[src/verilog/pwm_sweep_defines.svh]
// constants for the pwm sweep generator and its host end
// assumes: included by bare name after the package
`ifndef PWM_SWEEP_DEFINES_SVH
`define PWM_SWEEP_DEFINES_SVH

`define NUM_PORTS      4
`define SCAN_PORT_IDX  3
`define CMD_BITS       3'h7
`define OP_LEVEL_HI    4'h8
`define OP_LEVEL_LO    4'h7
`define OP_SLOPE       4'h9
`define OP_PROG_ON     4'hC
`define OP_TEST        4'hF
`define OP_FREQ        6'h14
`define OP_SELECT      6'h18
`define OP_MODE        6'h19
`define OP_RESET       8'hE2
`define TEST_NORMAL    4'h0
`define SLOPE_HALT     2'h0
`define SLOPE_UP       2'h1
`define SLOPE_DOWN     2'h2
`define SLOPE_IGNORE   2'h3
`define LEVEL_MIN      8'h00
`define GEN_FULL       8'h80
`define STEP_SHIFT_GEN 3'h2
`define STEP_SHIFT_LED 3'h3
`define PHASE_WRAP_128 8'h7F
`define PHASE_WRAP_256 8'hFF
`define LED_DUTY_TABLE '{8'h00, 8'h01, 8'h02, 8'h03, 8'h05, 8'h08, 8'h0D, 8'h13, \
                         8'h1B, 8'h24, 8'h2E, 8'h3B, 8'h49, 8'h5A, 8'h6C, 8'h80}

`endif

[src/verilog/pwm_sweep_pkg.sv]
// types shared by the device end and the host end
// assumes: compiled before every other file
`default_nettype none

package pwm_sweep_pkg;

    typedef logic [7:0] level_t;

    typedef enum logic [4:0]
    {
        H_IDLE = 5'b00001,
        H_LOW  = 5'b00010,
        H_HIGH = 5'b00100,
        H_HOLD = 5'b01000,
        H_OFF  = 5'b10000
    } host_state_t;

    typedef struct packed
    {
        level_t     data;
        level_t     count;
        level_t     level;
        logic       led;
        logic [1:0] slope;
        logic [1:0] step_t;
        logic       run;
        logic       load;
        level_t     steps;
        logic [5:0] fcnt;
    } port_state_t;

endpackage

`default_nettype wire

[src/verilog/pwm_link_if.sv]
// serial instruction link between host and pwm sweep device
// assumes: testbench instantiates it and joins both ends
`timescale 1ns/1ps
`default_nettype none

interface pwm_link_if;
    logic ce;
    logic scl;
    logic ser_din;
    logic req_o;
    logic req_oe_n;
    logic serial_data_line;

    // open-drain request with pull-up
    assign serial_data_line = req_oe_n ? 1'b1 : req_o;

    modport device
    (
        input  ce,
        input  scl,
        input  ser_din,
        output req_o,
        output req_oe_n
    );

    modport host
    (
        output ce,
        output scl,
        output ser_din,
        input  serial_data_line
    );
endinterface

`default_nettype wire

[src/verilog/pwm_sweep_device.sv]
// device end: four pwm ports with sweep program and request line
// assumes: link pins asynchronous to clk_sys, host drives them slowly
`timescale 1ns/1ps
`default_nettype none
`include "pwm_sweep_defines.svh"

// Summary of operation
// - without sweep, new level applies next frame
// - host loads level and step, then program-on
// - upper nibble first; lower nibble commits level
// - 8-bit level shared, opcodes 1000 and 0111
// - general mode: level/128, msb gives full
// - led mode: low nibble through duty table
// - sweep wraps at extremes and keeps counting
// - stepping time code sets frames per step
// - slope 1001: halt, up, down, ignore
// - program-on 1100 starts sweep per bit
// - sweeps need enable; start bits self-clear
// - finish holds level, pulls data line low
// - request asserted as program's last frame ends
// - request held until next host write
// - disabling sweep aborts without any request
// - test opcode escaped by reset instruction or pin
// - port select routes level, mode, step writes
// - general has 128 steps, led 16 steps
// - frequency bit picks period 128 or 256
module pwm_sweep_device
    import pwm_sweep_pkg::*;
#(
    parameter int PORTS   = 4,
    parameter int SYS_DIV = 1
)
(
    input  wire logic             clk_sys,
    input  wire logic             resetn,
    pwm_link_if.device            link,
    output logic [PORTS-1:0]      pwm_out_ports,
    output logic                  test_active
);

    localparam int DW = $clog2(SYS_DIV) + 1;
    localparam level_t LED_DUTY [16] = `LED_DUTY_TABLE;

    if (PORTS != `NUM_PORTS)
    begin : g_chk_ports
        $error("PORTS must be 4");
    end
    if (SYS_DIV < 1)
    begin : g_chk_div
        $error("SYS_DIV must be at least 1");
    end

    function automatic level_t duty_of(input level_t lvl, input logic led);
        level_t d;
        d = lvl[7] ? `GEN_FULL : {1'b0, lvl[6:0]};
        if (led)
        begin
            d = LED_DUTY[lvl[3:0]];
        end
        return d;
    endfunction

    function automatic logic [5:0] step_frames(input logic [1:0] st, input logic led);
        return ({4'h0, st} + 6'h01) << (led ? `STEP_SHIFT_LED : `STEP_SHIFT_GEN);
    endfunction

    function automatic level_t next_level(input level_t lvl, input logic [1:0] sl,
                                          input logic led);
        level_t g;
        level_t n;
        g = lvl[7] ? `GEN_FULL : lvl;
        n = lvl;
        if (sl == `SLOPE_UP)
        begin
            n = led ? {4'h0, lvl[3:0] + 4'h1}
                    : ((g == `GEN_FULL) ? `LEVEL_MIN : g + 8'h01);
        end
        else if (sl == `SLOPE_DOWN)
        begin
            n = led ? {4'h0, lvl[3:0] - 4'h1}
                    : ((g == `LEVEL_MIN) ? `GEN_FULL : g - 8'h01);
        end
        return n;
    endfunction

    // link synchronisers, bit 0 is read only by bit 1
    logic [2:0]        ce_s_q;
    logic [2:0]        scl_s_q;
    logic [1:0]        din_s_q;
    logic [2:0]        bit_q;
    logic [6:0]        shift_q;
    logic              cmd_stb_q;
    logic [7:0]        cmd_q;

    logic [1:0]        sel_q;
    logic              freq_q;
    logic              keyscan_q;
    logic              sweep_en_q;
    logic [3:0]        upper_q;
    logic              test_q;
    logic              req_q;
    logic [DW-1:0]     div_q;
    logic [7:0]        phase_q;
    port_state_t       st_q [PORTS];
    port_state_t       st_d [PORTS];
    logic [PORTS-1:0]  out_d;
    logic              done_any;
    logic              hit;
    logic [6:0]        cmp;

    wire scl_rise  = scl_s_q[1] & ~scl_s_q[2];
    wire byte_done = ce_s_q[1] & scl_rise & (bit_q == `CMD_BITS);
    wire sclr      = cmd_stb_q & (cmd_q == `OP_RESET);
    wire live      = cmd_stb_q & ~test_q & ~sclr;
    wire wr_hi     = live & (cmd_q[7:4] == `OP_LEVEL_HI);
    wire wr_lo     = live & (cmd_q[7:4] == `OP_LEVEL_LO);
    wire wr_slope  = live & (cmd_q[7:4] == `OP_SLOPE)
                   & (cmd_q[3:2] != `SLOPE_IGNORE);
    wire prog_on   = live & (cmd_q[7:4] == `OP_PROG_ON) & sweep_en_q;
    wire wr_test   = cmd_stb_q & (cmd_q[7:4] == `OP_TEST);
    wire wr_freq   = live & (cmd_q[7:2] == `OP_FREQ);
    wire wr_sel    = live & (cmd_q[7:2] == `OP_SELECT);
    wire wr_mode   = live & (cmd_q[7:2] == `OP_MODE);
    wire abort     = wr_mode & ~cmd_q[0];
    wire sys_en    = (div_q == DW'(SYS_DIV - 1));
    wire [7:0] wrap = freq_q ? `PHASE_WRAP_256 : `PHASE_WRAP_128;
    wire frame_end = sys_en & (phase_q >= wrap);

    assign link.req_o   = 1'b0;
    assign link.req_oe_n = ~req_q;
    assign test_active  = test_q;

    always_ff @(posedge clk_sys or negedge resetn)
    begin
        if (!resetn)
        begin
            ce_s_q    <= '0;
            scl_s_q   <= '0;
            din_s_q   <= '0;
            bit_q     <= '0;
            shift_q   <= '0;
            cmd_stb_q <= 1'b0;
            cmd_q     <= '0;
        end
        else
        begin
            ce_s_q    <= {ce_s_q[1:0], link.ce};
            scl_s_q   <= {scl_s_q[1:0], link.scl};
            din_s_q   <= {din_s_q[0], link.ser_din};
            bit_q     <= !ce_s_q[1] ? '0 : (scl_rise ? bit_q + 3'h1 : bit_q);
            shift_q   <= scl_rise ? {shift_q[5:0], din_s_q[1]} : shift_q;
            cmd_stb_q <= byte_done;
            cmd_q     <= byte_done ? {shift_q, din_s_q[1]} : cmd_q;
        end
    end

    always_ff @(posedge clk_sys or negedge resetn)
    begin
        if (!resetn)
        begin
            sel_q      <= '0;
            freq_q     <= 1'b0;
            keyscan_q  <= 1'b0;
            sweep_en_q <= 1'b0;
            upper_q    <= '0;
            test_q     <= 1'b0;
            req_q      <= 1'b0;
            div_q      <= '0;
            phase_q    <= '0;
        end
        else
        begin
            sel_q      <= sclr ? '0 : (wr_sel ? cmd_q[1:0] : sel_q);
            freq_q     <= sclr ? 1'b0 : (wr_freq ? cmd_q[0] : freq_q);
            keyscan_q  <= sclr ? 1'b0 : (wr_freq ? cmd_q[1] : keyscan_q);
            sweep_en_q <= sclr ? 1'b0 : (wr_mode ? cmd_q[0] : sweep_en_q);
            upper_q    <= sclr ? '0 : (wr_hi ? cmd_q[3:0] : upper_q);
            test_q     <= sclr ? 1'b0
                        : (wr_test ? (cmd_q[3:0] != `TEST_NORMAL) : test_q);
            req_q      <= done_any | (req_q & ~cmd_stb_q);
            div_q      <= sys_en ? '0 : div_q + DW'(1);
            phase_q    <= frame_end ? '0 : (sys_en ? phase_q + 8'h01 : phase_q);
        end
    end

    always_comb
    begin
        done_any = 1'b0;
        hit      = 1'b0;
        cmp      = freq_q ? phase_q[7:1] : phase_q[6:0];
        out_d    = '0;
        for (int p = 0; p < PORTS; p++)
        begin
            st_d[p] = st_q[p];
            hit     = (sel_q == 2'(p));
            if (hit && wr_lo && sweep_en_q)
            begin
                st_d[p].count = {upper_q, cmd_q[3:0]};
            end
            if (hit && wr_lo && !sweep_en_q)
            begin
                st_d[p].data = {upper_q, cmd_q[3:0]};
                st_d[p].load = 1'b1;
            end
            if (hit && wr_mode)
            begin
                st_d[p].led = cmd_q[1];
            end
            if (hit && wr_slope)
            begin
                st_d[p].slope  = cmd_q[3:2];
                st_d[p].step_t = cmd_q[1:0];
            end
            if (frame_end && st_q[p].load)
            begin
                st_d[p].level = st_q[p].data;
                st_d[p].load  = 1'b0;
            end
            if (frame_end && st_q[p].run && !st_q[p].load)
            begin
                if (st_q[p].fcnt + 6'h01 >= step_frames(st_q[p].step_t, st_q[p].led))
                begin
                    st_d[p].fcnt  = '0;
                    st_d[p].level = next_level(st_q[p].level, st_q[p].slope, st_q[p].led);
                    st_d[p].steps = st_q[p].steps - 8'h01;
                    if (st_q[p].steps <= 8'h01)
                    begin
                        st_d[p].run = 1'b0;
                        done_any    = done_any | ~abort;
                    end
                end
                else
                begin
                    st_d[p].fcnt = st_q[p].fcnt + 6'h01;
                end
            end
            if (prog_on && cmd_q[p])
            begin
                st_d[p].run   = 1'b1;
                st_d[p].load  = 1'b1;
                st_d[p].data  = st_q[p].load ? st_q[p].data : st_q[p].level;
                st_d[p].steps = st_q[p].count;
                st_d[p].fcnt  = '0;
            end
            if (abort || !sweep_en_q)
            begin
                st_d[p].run = 1'b0;
            end
            if (sclr)
            begin
                st_d[p] = '0;
            end
            out_d[p] = ({1'b0, cmp} < duty_of(st_q[p].level, st_q[p].led)) & ~test_q
                     & ~(keyscan_q && (p == `SCAN_PORT_IDX));
        end
    end

    always_ff @(posedge clk_sys or negedge resetn)
    begin
        if (!resetn)
        begin
            for (int p = 0; p < PORTS; p++)
            begin
                st_q[p] <= '0;
            end
            pwm_out_ports <= '0;
        end
        else
        begin
            for (int p = 0; p < PORTS; p++)
            begin
                st_q[p] <= st_d[p];
            end
            pwm_out_ports <= out_d;
        end
    end

endmodule

`default_nettype wire

[src/flat_wrapper.sv]
// flat-port wrapper written by rule: the top's interface ports become plain ports
module pwm_sweep_device_flat import pwm_sweep_pkg::*;
#(
    parameter int PORTS   = 4,
    parameter int SYS_DIV = 1
)
  (clk_sys, resetn, pwm_out_ports, test_active, link_ce, link_scl, link_ser_din, link_req_o, link_req_oe_n);
  pwm_link_if link_i ();
  input  wire logic clk_sys;
  input  wire logic resetn;
  output logic [PORTS-1:0] pwm_out_ports;
  output logic test_active;
  input wire logic [$bits(link_i.ce)-1:0] link_ce;
  input wire logic [$bits(link_i.scl)-1:0] link_scl;
  input wire logic [$bits(link_i.ser_din)-1:0] link_ser_din;
  output wire logic [$bits(link_i.req_o)-1:0] link_req_o;
  output wire logic [$bits(link_i.req_oe_n)-1:0] link_req_oe_n;
  assign link_i.ce = link_ce;
  assign link_i.scl = link_scl;
  assign link_i.ser_din = link_ser_din;
  assign link_req_o = link_i.req_o;
  assign link_req_oe_n = link_i.req_oe_n;
  pwm_sweep_device #(.PORTS(PORTS), .SYS_DIV(SYS_DIV)) u_core (.clk_sys(clk_sys), .resetn(resetn), .link(link_i), .pwm_out_ports(pwm_out_ports), .test_active(test_active));
endmodule
[config.mk]
export PLATFORM = sky130hd
export DESIGN_NAME = pwm_sweep_device_flat
export DESIGN_NICKNAME = d
export VERILOG_FILES = /design/src/verilog/pwm_sweep_pkg.sv /design/src/verilog/pwm_link_if.sv /design/src/verilog/pwm_sweep_device.sv /design/src/flat_wrapper.sv
export VERILOG_INCLUDE_DIRS = /design/src /design/src/verilog
export SDC_FILE = /design/constraint.sdc
export NUM_CORES = 1
export LEC_CHECK = 0
export BUFFER_PORTS_ARGS = -buffer_cell sky130_fd_sc_hd__buf_2
export CAP_MARGIN = 20
export CORE_ASPECT_RATIO = 0.9
export CORE_UTILIZATION = 25
export DETAILED_ROUTE_END_ITERATION = 10
export HOLD_SLACK_MARGIN = 0.08
export PLACE_DENSITY_LB_ADDON = 0.1
export RECOVER_POWER = 25
export SLEW_MARGIN = 20
export SYNTH_ARGS = -nofsm -noshare
export SYNTH_HDL_FRONTEND = slang
export SYNTH_SLANG_ARGS = --single-unit
[constraint.sdc]
create_clock -name clk_sys -period 3.6 [get_ports clk_sys]
set_input_delay 0.72 -clock clk_sys [delete_from_list [all_inputs] [get_ports clk_sys]]
set_output_delay 0.72 -clock clk_sys [all_outputs]
set_load 0.05 [all_outputs]
; ---- After elaboration in Yosys (flattened, before gate mapping)
; Memory sizes are Yosys's and may differ from the RTL's.
; Cells that the tools add are included.
[word_totals]
register_bits = 230
romBits = 512
out_inout_bits = 7
word_cells = 450
mem_count = 4
[mem_list]
columns = name, depth, width, read_ports, rd_ports_with_merged_regs, write_ports, line
row1 = (no name shown), 16, 8, 1, 0, 0, pwm_sweep_device.sv:58  ; d = LED_DUTY[lvl[3:0]];
row2 = (no name shown), 16, 8, 1, 0, 0, pwm_sweep_device.sv:58
row3 = (no name shown), 16, 8, 1, 0, 0, pwm_sweep_device.sv:58
row4 = (no name shown), 16, 8, 1, 0, 0, pwm_sweep_device.sv:58
[classes]
add_sub_neg = 31
magnitude_cmp = 17
eq_ne = 36
shift = 4
n_mux = 155
n_bitwise = 41
reduce_logical = 105
[op_table]
columns = op, n
row1 = $mux W8, 75
row2 = $mux W45, 4
row3 = $reduce_bool A4 Y1, 17
row4 = $mux W16, 4
row5 = $sub A8 B1 Y8 const B, 8
row6 = $mux W14, 4
row7 = $mux W1, 53
row8 = $add A8 B1 Y8 const B, 5
row9 = $eq A8 B8 Y1 const B, 5
row10 = $logic_and A1 B1 Y1, 36
row11 = $reduce_bool A3 Y1, 12
row12 = $reduce_bool A2 Y1, 17
row13 = $le A8 B1 Y1 const B, 4
row14 = $logic_not A8 Y1, 4
row15 = $lt A7 B8 Y1, 4
row16 = $add A6 B1 Y6 const B, 4
row17 = $and A1 B1 Y1, 24
row18 = $ge A6 B6 Y1, 4
row19 = $mux W4, 6
row20 = $mux W6, 4
row21 = $shl A6 B3 Y6, 4
row22 = $ge A5 B5 Y1 const B, 4
row23 = $ne A5 B4 Y1 const B, 4
row24 = $not A4 Y5, 4
row25 = 24 further kinds, 79

; ---- Logic depth before layout (Yosys ltp)
; Gate-level depths: netlist of the first run.
[logic_depth]
ltp_word = 23
ltp_mapped = 14
mapped_depth_nobuf = 12

; ---- Least setup slack after synthesis of the first run
; No wires, ideal clock.
[synth_timing]
kind = register to register
startpoint = register u_core.st_q[20] in the netlist's numbering
endpoint = register u_core.st_q[12] in the netlist's numbering
arrival_ps = 2829
setup_slack_ps = 640
stages_incl_launch_ff = 13
cell_sequence = dfrtp_1 clkbuf_1 buf_1 buf_1 o21ai_0 ha_1 o21ai_0 o2bb2ai_1 or3_4 buf_4 or3_1 xor2_1 o22ai_2
[synth_via]
elab_chain_cells = 5
[synth_lines]
columns = element, line
row1 = "start, declared", pwm_sweep_device.sv:104  ; port_state_t st_q [PORTS];
row2 = "start signal, assigned by index", pwm_sweep_device.sv:272  ; st_q[p] <= st_d[p];
row3 = $mux W1 (no source line), --
row4 = $shl A6 B3 Y6, pwm_sweep_device.sv:64  ; return ({4'h0, st} + 6'h01) << (led ? `STEP_SHIFT_LED : `STEP_SHIFT_GEN);
row5 = $ge A6 B6 Y1, pwm_sweep_device.sv:221  ; if (st_q[p].fcnt + 6'h01 >= step_frames(st_q[p].step_t, st_q[p].led))
row6 = $reduce_bool A3 Y1 (no source line), --
row7 = $reduce_and A2 Y1 (no source line), --
; Every way passes these cells.
; A chain may end at the register's enable or synchronous reset.

; ---- Worst setup path in the final report of the first run
[layout_timing]
startpoint = register u_core.st_q[2] in the netlist's numbering
endpoint = register u_core.req_q
[layout_via]
elab_chain_cells = 5
[layout_lines]
columns = element, line
row1 = $add A6 B1 Y6, pwm_sweep_device.sv:221
row2 = $ge A6 B6 Y1, pwm_sweep_device.sv:221
row3 = $mux W1, pwm_sweep_device.sv:221
row4 = $mux W1, pwm_sweep_device.sv:219  ; if (frame_end && st_q[p].run && !st_q[p].load)
row5 = $or A1 B1 Y1, pwm_sweep_device.sv:180  ; req_q <= done_any | (req_q & ~cmd_stb_q);
row6 = "end signal, assigned", pwm_sweep_device.sv:180
row7 = "end, declared", pwm_sweep_device.sv:101  ; logic req_q;
; Every way passes these cells.

==> results.toml, run 1 <==
[logic_synthesis]
synthDistinctLibCells = 80
postSynthCellCount = 1773
seq_area_frac_synth = 0.373
netlist_area_um2 = 15400
post_synth_and_or_nand_nor_area_fraction = 0.188
synth.mux.area_fraction = 0.0663
ys_ff_latch = 229
avgSynthCellArea_um2 = 8.67
ys.flop_type = "dfrtp_1"
synth_top_family_by_area = "simple AND/OR/NAND/NOR gates"
synth-edff-count = 0
synth_compound_area_frac = 0.187
yosysWarnings = 0
synthAdderAreaFrac = 0.0879
synth_nets = 1886
ys_async_sr_fraction = 1.00
synth_xor_area_frac = 0.0479

[setup_path]
path_class = "flip-flop to flip-flop"
endpoint_kind = "flip-flop"
cpPeakStageDelay_ns = 0.42
crit_required_ns = 4.03
crit_slowest_cell = "dfrtp_1"
crit_fanout = 9
cp_top_family = "compound AO/OA/AOI/OAI gates"
cp.buffers_inverters = 1
crit_chain = "nand3_1, or2_2, xnor2_1, ha_1, o21a_1, o2bb2ai_1, nor3_2, buf_4, a22o_1, nor3_1, o22ai_1"
cp-start-kind = "flip-flop"
worstPathArrival_ns = 3.34

[finish]
syn_to_final_growth_pct = 13.1
fin_nets = 1868
fill_cells = 6389
final_core_util = 0.288
drive_above_1_share = 0.0986

[die]
ios = 12
die_area_um2 = 62500
core_area_um2 = 60300
initial_core_util = 0.255
rows = 85
dieHeight_um = 237
die_x_um = 263

[cts]
cts_tree = "built"
cts_num_sinks = 229
cts_buffers = 27
cts_hold_buf = 0
cts_max_path_buffers = 3
clk_pin_slew_ns = 0.06
cts_resized = 0
clk_latency_ns = 0.55
cts_setup_buffers = 0
htree_num_levels = 1
clock-root-buffer = "clkbuf_16"

[min_path]
hold_class = "input port to flip-flop"

[status]
status = "complete, but fails checks"
violations = "capacitance limit, slew limit"

[route]
drt-total-wl_um = 48100
dr.pass1.iters = 5
routedWlPerCell_um = 18.8
drcViolationCount = 0
vias = 12649
drt_iter0_drc = 943
ant_nets = 0
vias_per_cell = 4.94

[sta]
max-slew-margin-rel = -0.424
drv_slew = 76
hold_viol = 0
finalSetupTns_ns = 0
max_freq_mhz = 343
tightestPinTransition_ns = 2.14
setup_viol = 0
finalClockSkew_ns = 0.00931
rsz0062_at_grt = "false"
fin_crit_ns = 2.91
period_share = 0.809
holdWs_ns = 0.279

[global_routing]
antenna_found_initial = 0
grt_pass1_vias = 12602
grt_max_degree = 77
grt_pass1_wl_um = 76100
grt_overflow = 0
grt_usage = 0.154

[power]
powerDensity_nw_per_um2 = 326
p_comb_frac = 0.018
irDropWorstVdd_mv = 0.303
p_leak_nw = 7.78
power_mw = 5.66
seq_power_share = 0.466
p_sw_mw = 1.21
clkPwrFrac = 0.517
internal_power_mw = 4.45
swShare = 0.214

[run]
max-cap-violations = 1

[placement]
gp_congestion = 0.783
io_buffers = 10
hpwl_um = 33400
## through the flow
| step | worst slack [ns] | std cells | instance area (um^2) |
|---|---|---|---|
| final | 0.687 | 2559 | 17400 |
| after global routing | 0.382 | 2558 | 17400 |
| after CTS | 0.663 | 2558 | 17400 |
| after detailed placement | 0.675 | 2509 | 16500 |
| after global placement | 0.721 | 2509 | 16500 |
| after floorplan | 0.640 | 1773 | 15400 |
## logic make-up (layout without fill, tap and decap cells)
| family | count (synthesis) | count (layout) |
|---|---|---|
| fa+ha+maj | 108 | 108 |
| compound gates | 451 | 451 |
| simple gates | 609 | 609 |
| mux | 97 | 97 |
| xor+xnor | 84 | 84 |
| flops | 229 | 229 |
| buf+inv | 194 | 196 |
| other cells | 1 | 2 |
## worst reg2reg max path: cells and delay by family (launching register included)
kind	cells	cell delay, ns
DFF	1	0.42
AOI/OAI and AO/OA	4	0.86
buffers and inverters	1	0.20
adders and majority gates	1	0.27
xor gates and xnor gates	1	0.21
and+or+nand+nor	4	0.83
## layer usage
| layer | share of wire | GRT usage | up-vias |
|---|---|---|---|
| met2 | 0.44 | 0.243 | 183 |
| met3 | 0.027 | 0.0190 | 52 |
| met5 | 0 | 0 | - |
| met1 | 0.51 | 0.225 | 6145 |
| li1 | - | - | 6269 |
| met4 | 0.018 | 0.0296 | 0 |
## cells in the final DEF, fill, tap and decap left out, types with 9 or more instances in the layout
master,instances
and2_1,9
mux2i_1,68
a21oi_1,114
a21o_1,17
nand3_1,56
nand2_1,179
a221oi_1,13
xor2_1,41
a22oi_1,9
dfrtp_1,229
o22ai_1,20
buf_4,59
o211ai_1,13
ha_1,108
and3_1,12
nand4_1,19
xnor2_1,43
nand2b_1,36
o31ai_1,13
clkbuf_16,27
nor2_1,181
nor3_1,31
a211oi_1,22
o21ai_0,115
nor2b_1,19
nor3b_1,9
a31oi_1,32
buf_2,9
inv_1,74
a311oi_1,9
nor4_1,16
mux2_2,28
## cells in the mapped netlist, types with 10 or more instances
| master | n | area [um^2] |
|---|---|---|
| a211oi_1 | 22 | 165 |
| a21o_1 | 17 | 128 |
| a21oi_1 | 115 | 576 |
| a221oi_1 | 13 | 114 |
| a31oi_1 | 32 | 200 |
| and3_1 | 12 | 75.1 |
| buf_1 | 17 | 63.8 |
| buf_2 | 10 | 50.1 |
| clkbuf_1 | 90 | 338 |
| dfrtp_1 | 229 | 5730 |
| ha_1 | 108 | 1350 |
| inv_1 | 74 | 278 |
| mux2_2 | 28 | 315 |
| mux2i_1 | 68 | 681 |
| nand2_1 | 179 | 672 |
| nand2b_1 | 36 | 225 |
| nand3_1 | 56 | 280 |
| nand4_1 | 19 | 119 |
| nor2_1 | 181 | 679 |
| nor2b_1 | 19 | 119 |
| nor3_1 | 31 | 155 |
| nor4_1 | 16 | 100 |
| o211ai_1 | 13 | 97.6 |
| o21ai_0 | 115 | 576 |
| o22ai_1 | 20 | 125 |
| o31ai_1 | 13 | 97.6 |
| xnor2_1 | 43 | 377 |
| xor2_1 | 41 | 359 |
## sequential cells by signal, summed over array words and instances, names as in the netlist, 2 cells and up
| signal | cells |
|---|---|
| u_core.ce_s_q | 2 |
| u_core.bit_q | 3 |
| u_core.sel_q | 2 |
| u_core.pwm_out_ports | 4 |
| u_core.upper_q | 4 |
| u_core.scl_s_q | 3 |
| u_core.phase_q | 8 |
| u_core.st_q | 180 |
| u_core.shift_q | 7 |
| u_core.cmd_q | 8 |
| u_core.din_s_q | 2 |
## path summary, 6_finish.rpt
path / startpoint / endpoint / slack (ns) / cells past startpoint
worst min-delay path: link_ser_din / u_core.din_s_q[0]$_DFF_PN0_ / 0.28 / 1
worst max-delay path: u_core.st_q[2]$_DFFE_PN0P_ / u_core.req_q$_DFF_PN0_ / 0.69 / 11
max in group asynchronous: resetn / u_core.st_q[156]$_DFFE_PN0P_ / 0.85 / 2
worst min register to register: u_core.ce_s_q[0]$_DFF_PN0_ / u_core.ce_s_q[1]$_DFF_PN0_ / 0.35 / 0
min in group asynchronous: resetn / u_core.st_q[1]$_DFFE_PN0P_ / 0.78 / 1
worst max register to register: u_core.st_q[2]$_DFFE_PN0P_ / u_core.req_q$_DFF_PN0_ / 0.69 / 11
## power by group through the flow
stage / sequential, mW / clock, mW / combinational [mW]
finish: 2.64 / 2.92 / 0.101
CTS: 2.64 / 3.02 / 0.110
global route: 2.64 / 3.11 / 0.117
floorplan: 2.67 / 0 / 0.0367
global placement: 2.68 / 0 / 0.109
detailed placement: 2.68 / 0 / 0.110
## cell type report
class / count / area, um^2 / share of cell area
repair buffers: 73 / 561 / 0.0323
well taps: 783 / 980 / 0.0564
flip-flops and latches: 229 / 5730 / 0.330
diodes: 1 / 2.50 / 0.000144
clock buffers: 42 / 802 / 0.0461
clock inverters: 7 / 135 / 0.00777
multi-input cells: 1350 / 8890 / 0.512
inverters: 74 / 278 / 0.0160
Note: power is estimated with default switching activity, not from simulation.
==> run 2, diff against run 1 <==
clock period = 2.4 ns   (was 3.6 ns; I/O delays follow)
==> results.toml, run 2 (synthesis results as in run 1) <==
[setup_path]
worstPathArrival_ns = 3.11
crit_slowest_cell = "or4_4"
cp.buffers_inverters = 0
cpPeakStageDelay_ns = 0.47
cp_top_family = "simple AND/OR/NAND/NOR gates"
cp-start-kind = "flip-flop"
r2r_end = "u_core.st_q[28]$_DFFE_PN0P_"
path_class = "flip-flop to flip-flop"
crit_fanout = 4
endpoint_kind = "flip-flop"
timing.rr.start = "u_core.st_q[1]$_DFFE_PN0P_"
reg2reg_depth = 10
r2r_setup_slack_ns = -0.19
crit_required_ns = 2.92
crit_chain = "nand3_2, or2_4, xnor2_1, ha_1, nor3_1, o2bb2ai_2, or3_4, or4_4, a21oi_2, a221o_1"

[route]
drcViolationCount = 0
drt_iter0_drc = 589
route.met2.wl_um = 23300
wl_met1_um = 25700
ant_nets = 0
drt-total-wl_um = 50900
vias_per_cell = 4.91
wl_met3_um = 1060
dr.pass1.iters = 4
dr.max_layer_used = "met4"
routedWlPerCell_um = 18.4
vias = 13604

[finish]
top_register = "u_core.st_q"
drive_above_1_share = 0.260
final_common_cell = "buf_4"
fin_nets = 2078
insertedDiodeCount = 0
top_regs = "u_core.st_q (180), u_core.cmd_q (8), u_core.phase_q (8)"
syn_to_final_growth_pct = 30.5
largest_reg_flops = 180
final_cell_mix = "buf_4 (228), dfrtp_1 (222), nand2_1 (177), nor2_1 (171), a21oi_1 (100)"
final_core_util = 0.333

[die]
dieHeight_um = 237
die_x_um = 263
initial_core_util = 0.255
core_area_um2 = 60300
die_area_um2 = 62500
ios = 12
rows = 85

[sta]
setup_viol = 17
drv_slew = 0
fin_ws_ns = -0.192
max_freq_mhz = 386
finalClockSkew_ns = 0.0117
hold_viol = 0
fin_crit_ns = 2.59
rsz0062_at_grt = "true"
period_share = 1.08
max-slew-margin-rel = 0.283
holdWs_ns = 0.345
tightestPinTransition_ns = 1.08

[power]
powerDensity_nw_per_um2 = 423
irDropWorstVdd_mv = 0.501
p_leak_nw = 9.00
power_mw = 8.50

[cts]
clock-root-buffer = "clkbuf_16"
htree_num_levels = 1
cts_max_path_buffers = 3
clk_pin_slew_ns = 0.06
cts_buffers = 30
clk_latency_ns = 0.58
cts_tree = "built"
cts_num_sinks = 229

[placement]
gp_congestion = 0.806
hpwl_um = 36300
io_buffers = 10

[global_routing]
grt_overflow = 0
grt_pass1_vias = 13681
grt_max_degree = 67
grt_usage = 0.161
grt_pass1_wl_um = 80300
antenna_found_initial = 0

[min_path]
hold_class = "flip-flop to flip-flop"
hp-start = "u_core.din_s_q[0]$_DFF_PN0_"
holdPathStages = 0
whs_endpoint = "u_core.din_s_q[1]$_DFF_PN0_"

[status]
status = "complete, but fails checks"
violations = "setup timing"

[run]
max-cap-violations = 0
-- run 2: worst max path at each step --
stage                           startpoint                     endpoint  slack [ns]  depth (start not counted)
4_1_cts         u_core.st_q[1]$_DFFE_PN0P_  u_core.st_q[28]$_DFFE_PN0P_       -0.16                         10
2_1_floorplan  u_core.st_q[20]$_DFFE_PN0P_  u_core.st_q[28]$_DFFE_PN0P_       -0.08                         10
5_1_grt         u_core.st_q[1]$_DFFE_PN0P_  u_core.st_q[28]$_DFFE_PN0P_       -0.33                         10
6_report        u_core.st_q[1]$_DFFE_PN0P_  u_core.st_q[28]$_DFFE_PN0P_       -0.19                         10
3_5_place_dp    u_core.st_q[1]$_DFFE_PN0P_  u_core.st_q[28]$_DFFE_PN0P_       -0.28                         10
3_3_place_gp    u_core.st_q[1]$_DFFE_PN0P_  u_core.st_q[28]$_DFFE_PN0P_       -0.22                         10
-- run 2: timing repair --
action,in CTS,in global routing
cloned,2,2
buffers inserted,22,23
pin swaps,41,55
gates resized for setup,62,126
setup endpoints to repair,56,98
endpoints found under the hold margin,62,0
hold buffers,4,0
-- run 2: worst reg2reg max path, cell delays in order (launching register included) --
cell and delay (ns):
dfrtp_1 0.42, nand3_2 0.11, or2_4 0.26, xnor2_1 0.19, ha_1 0.22, nor3_1 0.07
o2bb2ai_2 0.16, or3_4 0.38, or4_4 0.47, a21oi_2 0.14, a221o_1 0.11
-- run 2: through the flow --
| stage | setup WS (ns) | TNS, ns | std cells | area (um^2) |
|---|---|---|---|---|
| global route | -0.332 | -5.76 | 2770 | 20100 |
| finish | -0.192 | -1.07 | 2770 | 20100 |
| floorplan | -0.0758 | -0.316 | 1773 | 15600 |
| global placement | -0.222 | -2.82 | 2666 | 17900 |
| detailed placement | -0.277 | -4.26 | 2666 | 17900 |
| CTS | -0.161 | -0.908 | 2747 | 19400 |
-- run 2: power breakdown --
part / switching, mW / internal, mW
clock network: 1.87 / 2.51
registers: 0.0342 / 3.91
logic: 0.105 / 0.0566
-- run 2: layout make-up --
cell class | count | area [um^2]
Sequential cell | 229 | 5740
Inverter | 74 | 282
Tap cell | 783 | 980
Multi-Input combinational cell | 1351 | 9770
Clock inverter | 17 | 130
Timing Repair Buffer | 279 | 2340
Fill cell | 6257 | 40200
Clock buffer | 37 | 817
-- run 2: routing by layer --
metal,global-route usage,vias to the layer above
met5,0,-
met4,0.0319,0
met3,0.0136,53
met2,0.264,147
met1,0.231,6695
li1,-,6709
==> run 3, diff against run 2 <==
SKIP_CTS_REPAIR_TIMING = 1   (was not set)
==> results.toml, run 3 (synthesis results as in run 1) <==
[power]
irDropWorstVdd_mv = 0.502
p_leak_nw = 8.92
powerDensity_nw_per_um2 = 427

[global_routing]
grt_usage = 0.159
grt_pass1_vias = 13486
grt_max_degree = 67
antenna_found_initial = 0
grt_pass1_wl_um = 79200
grt_overflow = 0

[route]
dr.pass1.iters = 5
ant_nets = 0
vias = 13514
drt-total-wl_um = 50200
routedWlPerCell_um = 18.2
drt_iter0_drc = 741
vias_per_cell = 4.91
drcViolationCount = 0

[setup_path]
worstPathArrival_ns = 3.10
endpoint_kind = "flip-flop"
cp-start-kind = "flip-flop"
cp_top_family = "simple AND/OR/NAND/NOR gates"
crit_chain = "nand3_2, or2_4, xnor2_1, ha_1, nor3_1, o2bb2ai_2, or3_4, or4_4, a21oi_2, a221o_1"
cp.buffers_inverters = 0
crit_slowest_cell = "or4_4"
crit_required_ns = 2.92
path_class = "flip-flop to flip-flop"
cpPeakStageDelay_ns = 0.47
crit_fanout = 4

[finish]
fin_nets = 2061
final_common_cell = "dfrtp_1"
final_cell_mix = "dfrtp_1 (222), buf_4 (212), nand2_1 (175), nor2_1 (172), a21oi_1 (103)"
syn_to_final_growth_pct = 29.3
final_core_util = 0.330
multi_input_area_um2 = 9700
top_regs = "u_core.st_q (180), u_core.cmd_q (8), u_core.phase_q (8)"
top_register = "u_core.st_q"
fill_cells = 6277
seqCellArea_um2 = 5740
largest_reg_flops = 180
drive_above_1_share = 0.250

[die]
core_area_um2 = 60300
rows = 85
initial_core_util = 0.255
ios = 12
die_area_um2 = 62500
die_x_um = 263
dieHeight_um = 237

[cts]
cts_max_path_buffers = 3
clock-root-buffer = "clkbuf_16"
cts_tree = "built"
cts_num_sinks = 229
clk_pin_slew_ns = 0.06
htree_num_levels = 1
clk_latency_ns = 0.58
cts_buffers = 30

[sta]
max_freq_mhz = 387
max-slew-margin-rel = 0.282
rsz0062_at_grt = "true"
finalClockSkew_ns = 0.0113
fin_crit_ns = 2.58
fin_ws_ns = -0.181
tightestPinTransition_ns = 1.08
setup_viol = 10
period_share = 1.08
drv_slew = 0
hold_viol = 0

[placement]
gp_congestion = 0.806
post-place-ws_ns = -0.277
hpwl_um = 36300
io_buffers = 10

[status]
violations = "setup timing"
status = "complete, but fails checks"

[run]
max-cap-violations = 0

[min_path]
hold_class = "flip-flop to flip-flop"
[run 3: metrics by stage]
stage                     instances  instance area [um^2]  total power, mW  TNS (ns)  hold slack [ns]
after detailed placement       2666                 17900             4.20     -4.26            0.339
after CTS                      2720                 18800             8.71     -5.17           -0.112
final                          2754                 19900             8.49    -0.908            0.344
after global placement         2666                 17900             4.20     -2.82            0.335
after floorplan                1773                 15600             4.06    -0.316            0.184
after global routing           2753                 19900             8.81     -4.90            0.351
[run 3: area by class of cell]
cell class	count	area share
clock inverters	17	0.00655
multi-input cells	1350	0.488
repair buffers	263	0.112
clock buffers	37	0.0411
flip-flops and latches	229	0.289
well taps	783	0.0493
inverters	74	0.0142
diodes	1	0.000126
[run 3: path summary, 6_finish.rpt]
kind                                              from                          end  slack (ns)  cells past startpoint
setup / recovery            u_core.st_q[0]$_DFFE_PN0P_  u_core.st_q[28]$_DFFE_PN0P_       -0.18                     10
hold / removal             u_core.din_s_q[0]$_DFF_PN0_  u_core.din_s_q[1]$_DFF_PN0_        0.34                      0
setup reg to reg            u_core.st_q[0]$_DFFE_PN0P_  u_core.st_q[28]$_DFFE_PN0P_       -0.18                     10
hold reg to reg            u_core.din_s_q[0]$_DFF_PN0_  u_core.din_s_q[1]$_DFF_PN0_        0.34                      0
max in group asynchronous                       resetn  u_core.st_q[42]$_DFFE_PN0P_        0.33                      3
min in group asynchronous                       resetn  u_core.scl_s_q[0]$_DFF_PN0_        0.66                      2
[run 3: worst register-to-register path, delay by kind of cell, from the launching register on]
family / cells / cell delay (ns)
xor+xnor: 1 / 0.20
compound gates: 3 / 0.41
flops: 1 / 0.42
fa+ha+maj: 1 / 0.22
simple gates: 5 / 1.28
[run 3: power breakdown]
group	switching (mW)	leakage, nW	internal [mW]
logic	0.105	5.30	0.0566
clock network	1.87	0.475	2.52
registers	0.0342	3.14	3.91
[run 3: metal layers]
layer	GRT usage	wire length (um)	part of all wire	vias to the layer above
met2	0.260	23000	0.46	165
met3	0.0136	1120	0.022	51
met5	0	0	0	-
met4	0.0319	797	0.016	0
li1	-	-	-	6670
met1	0.229	25400	0.50	6628
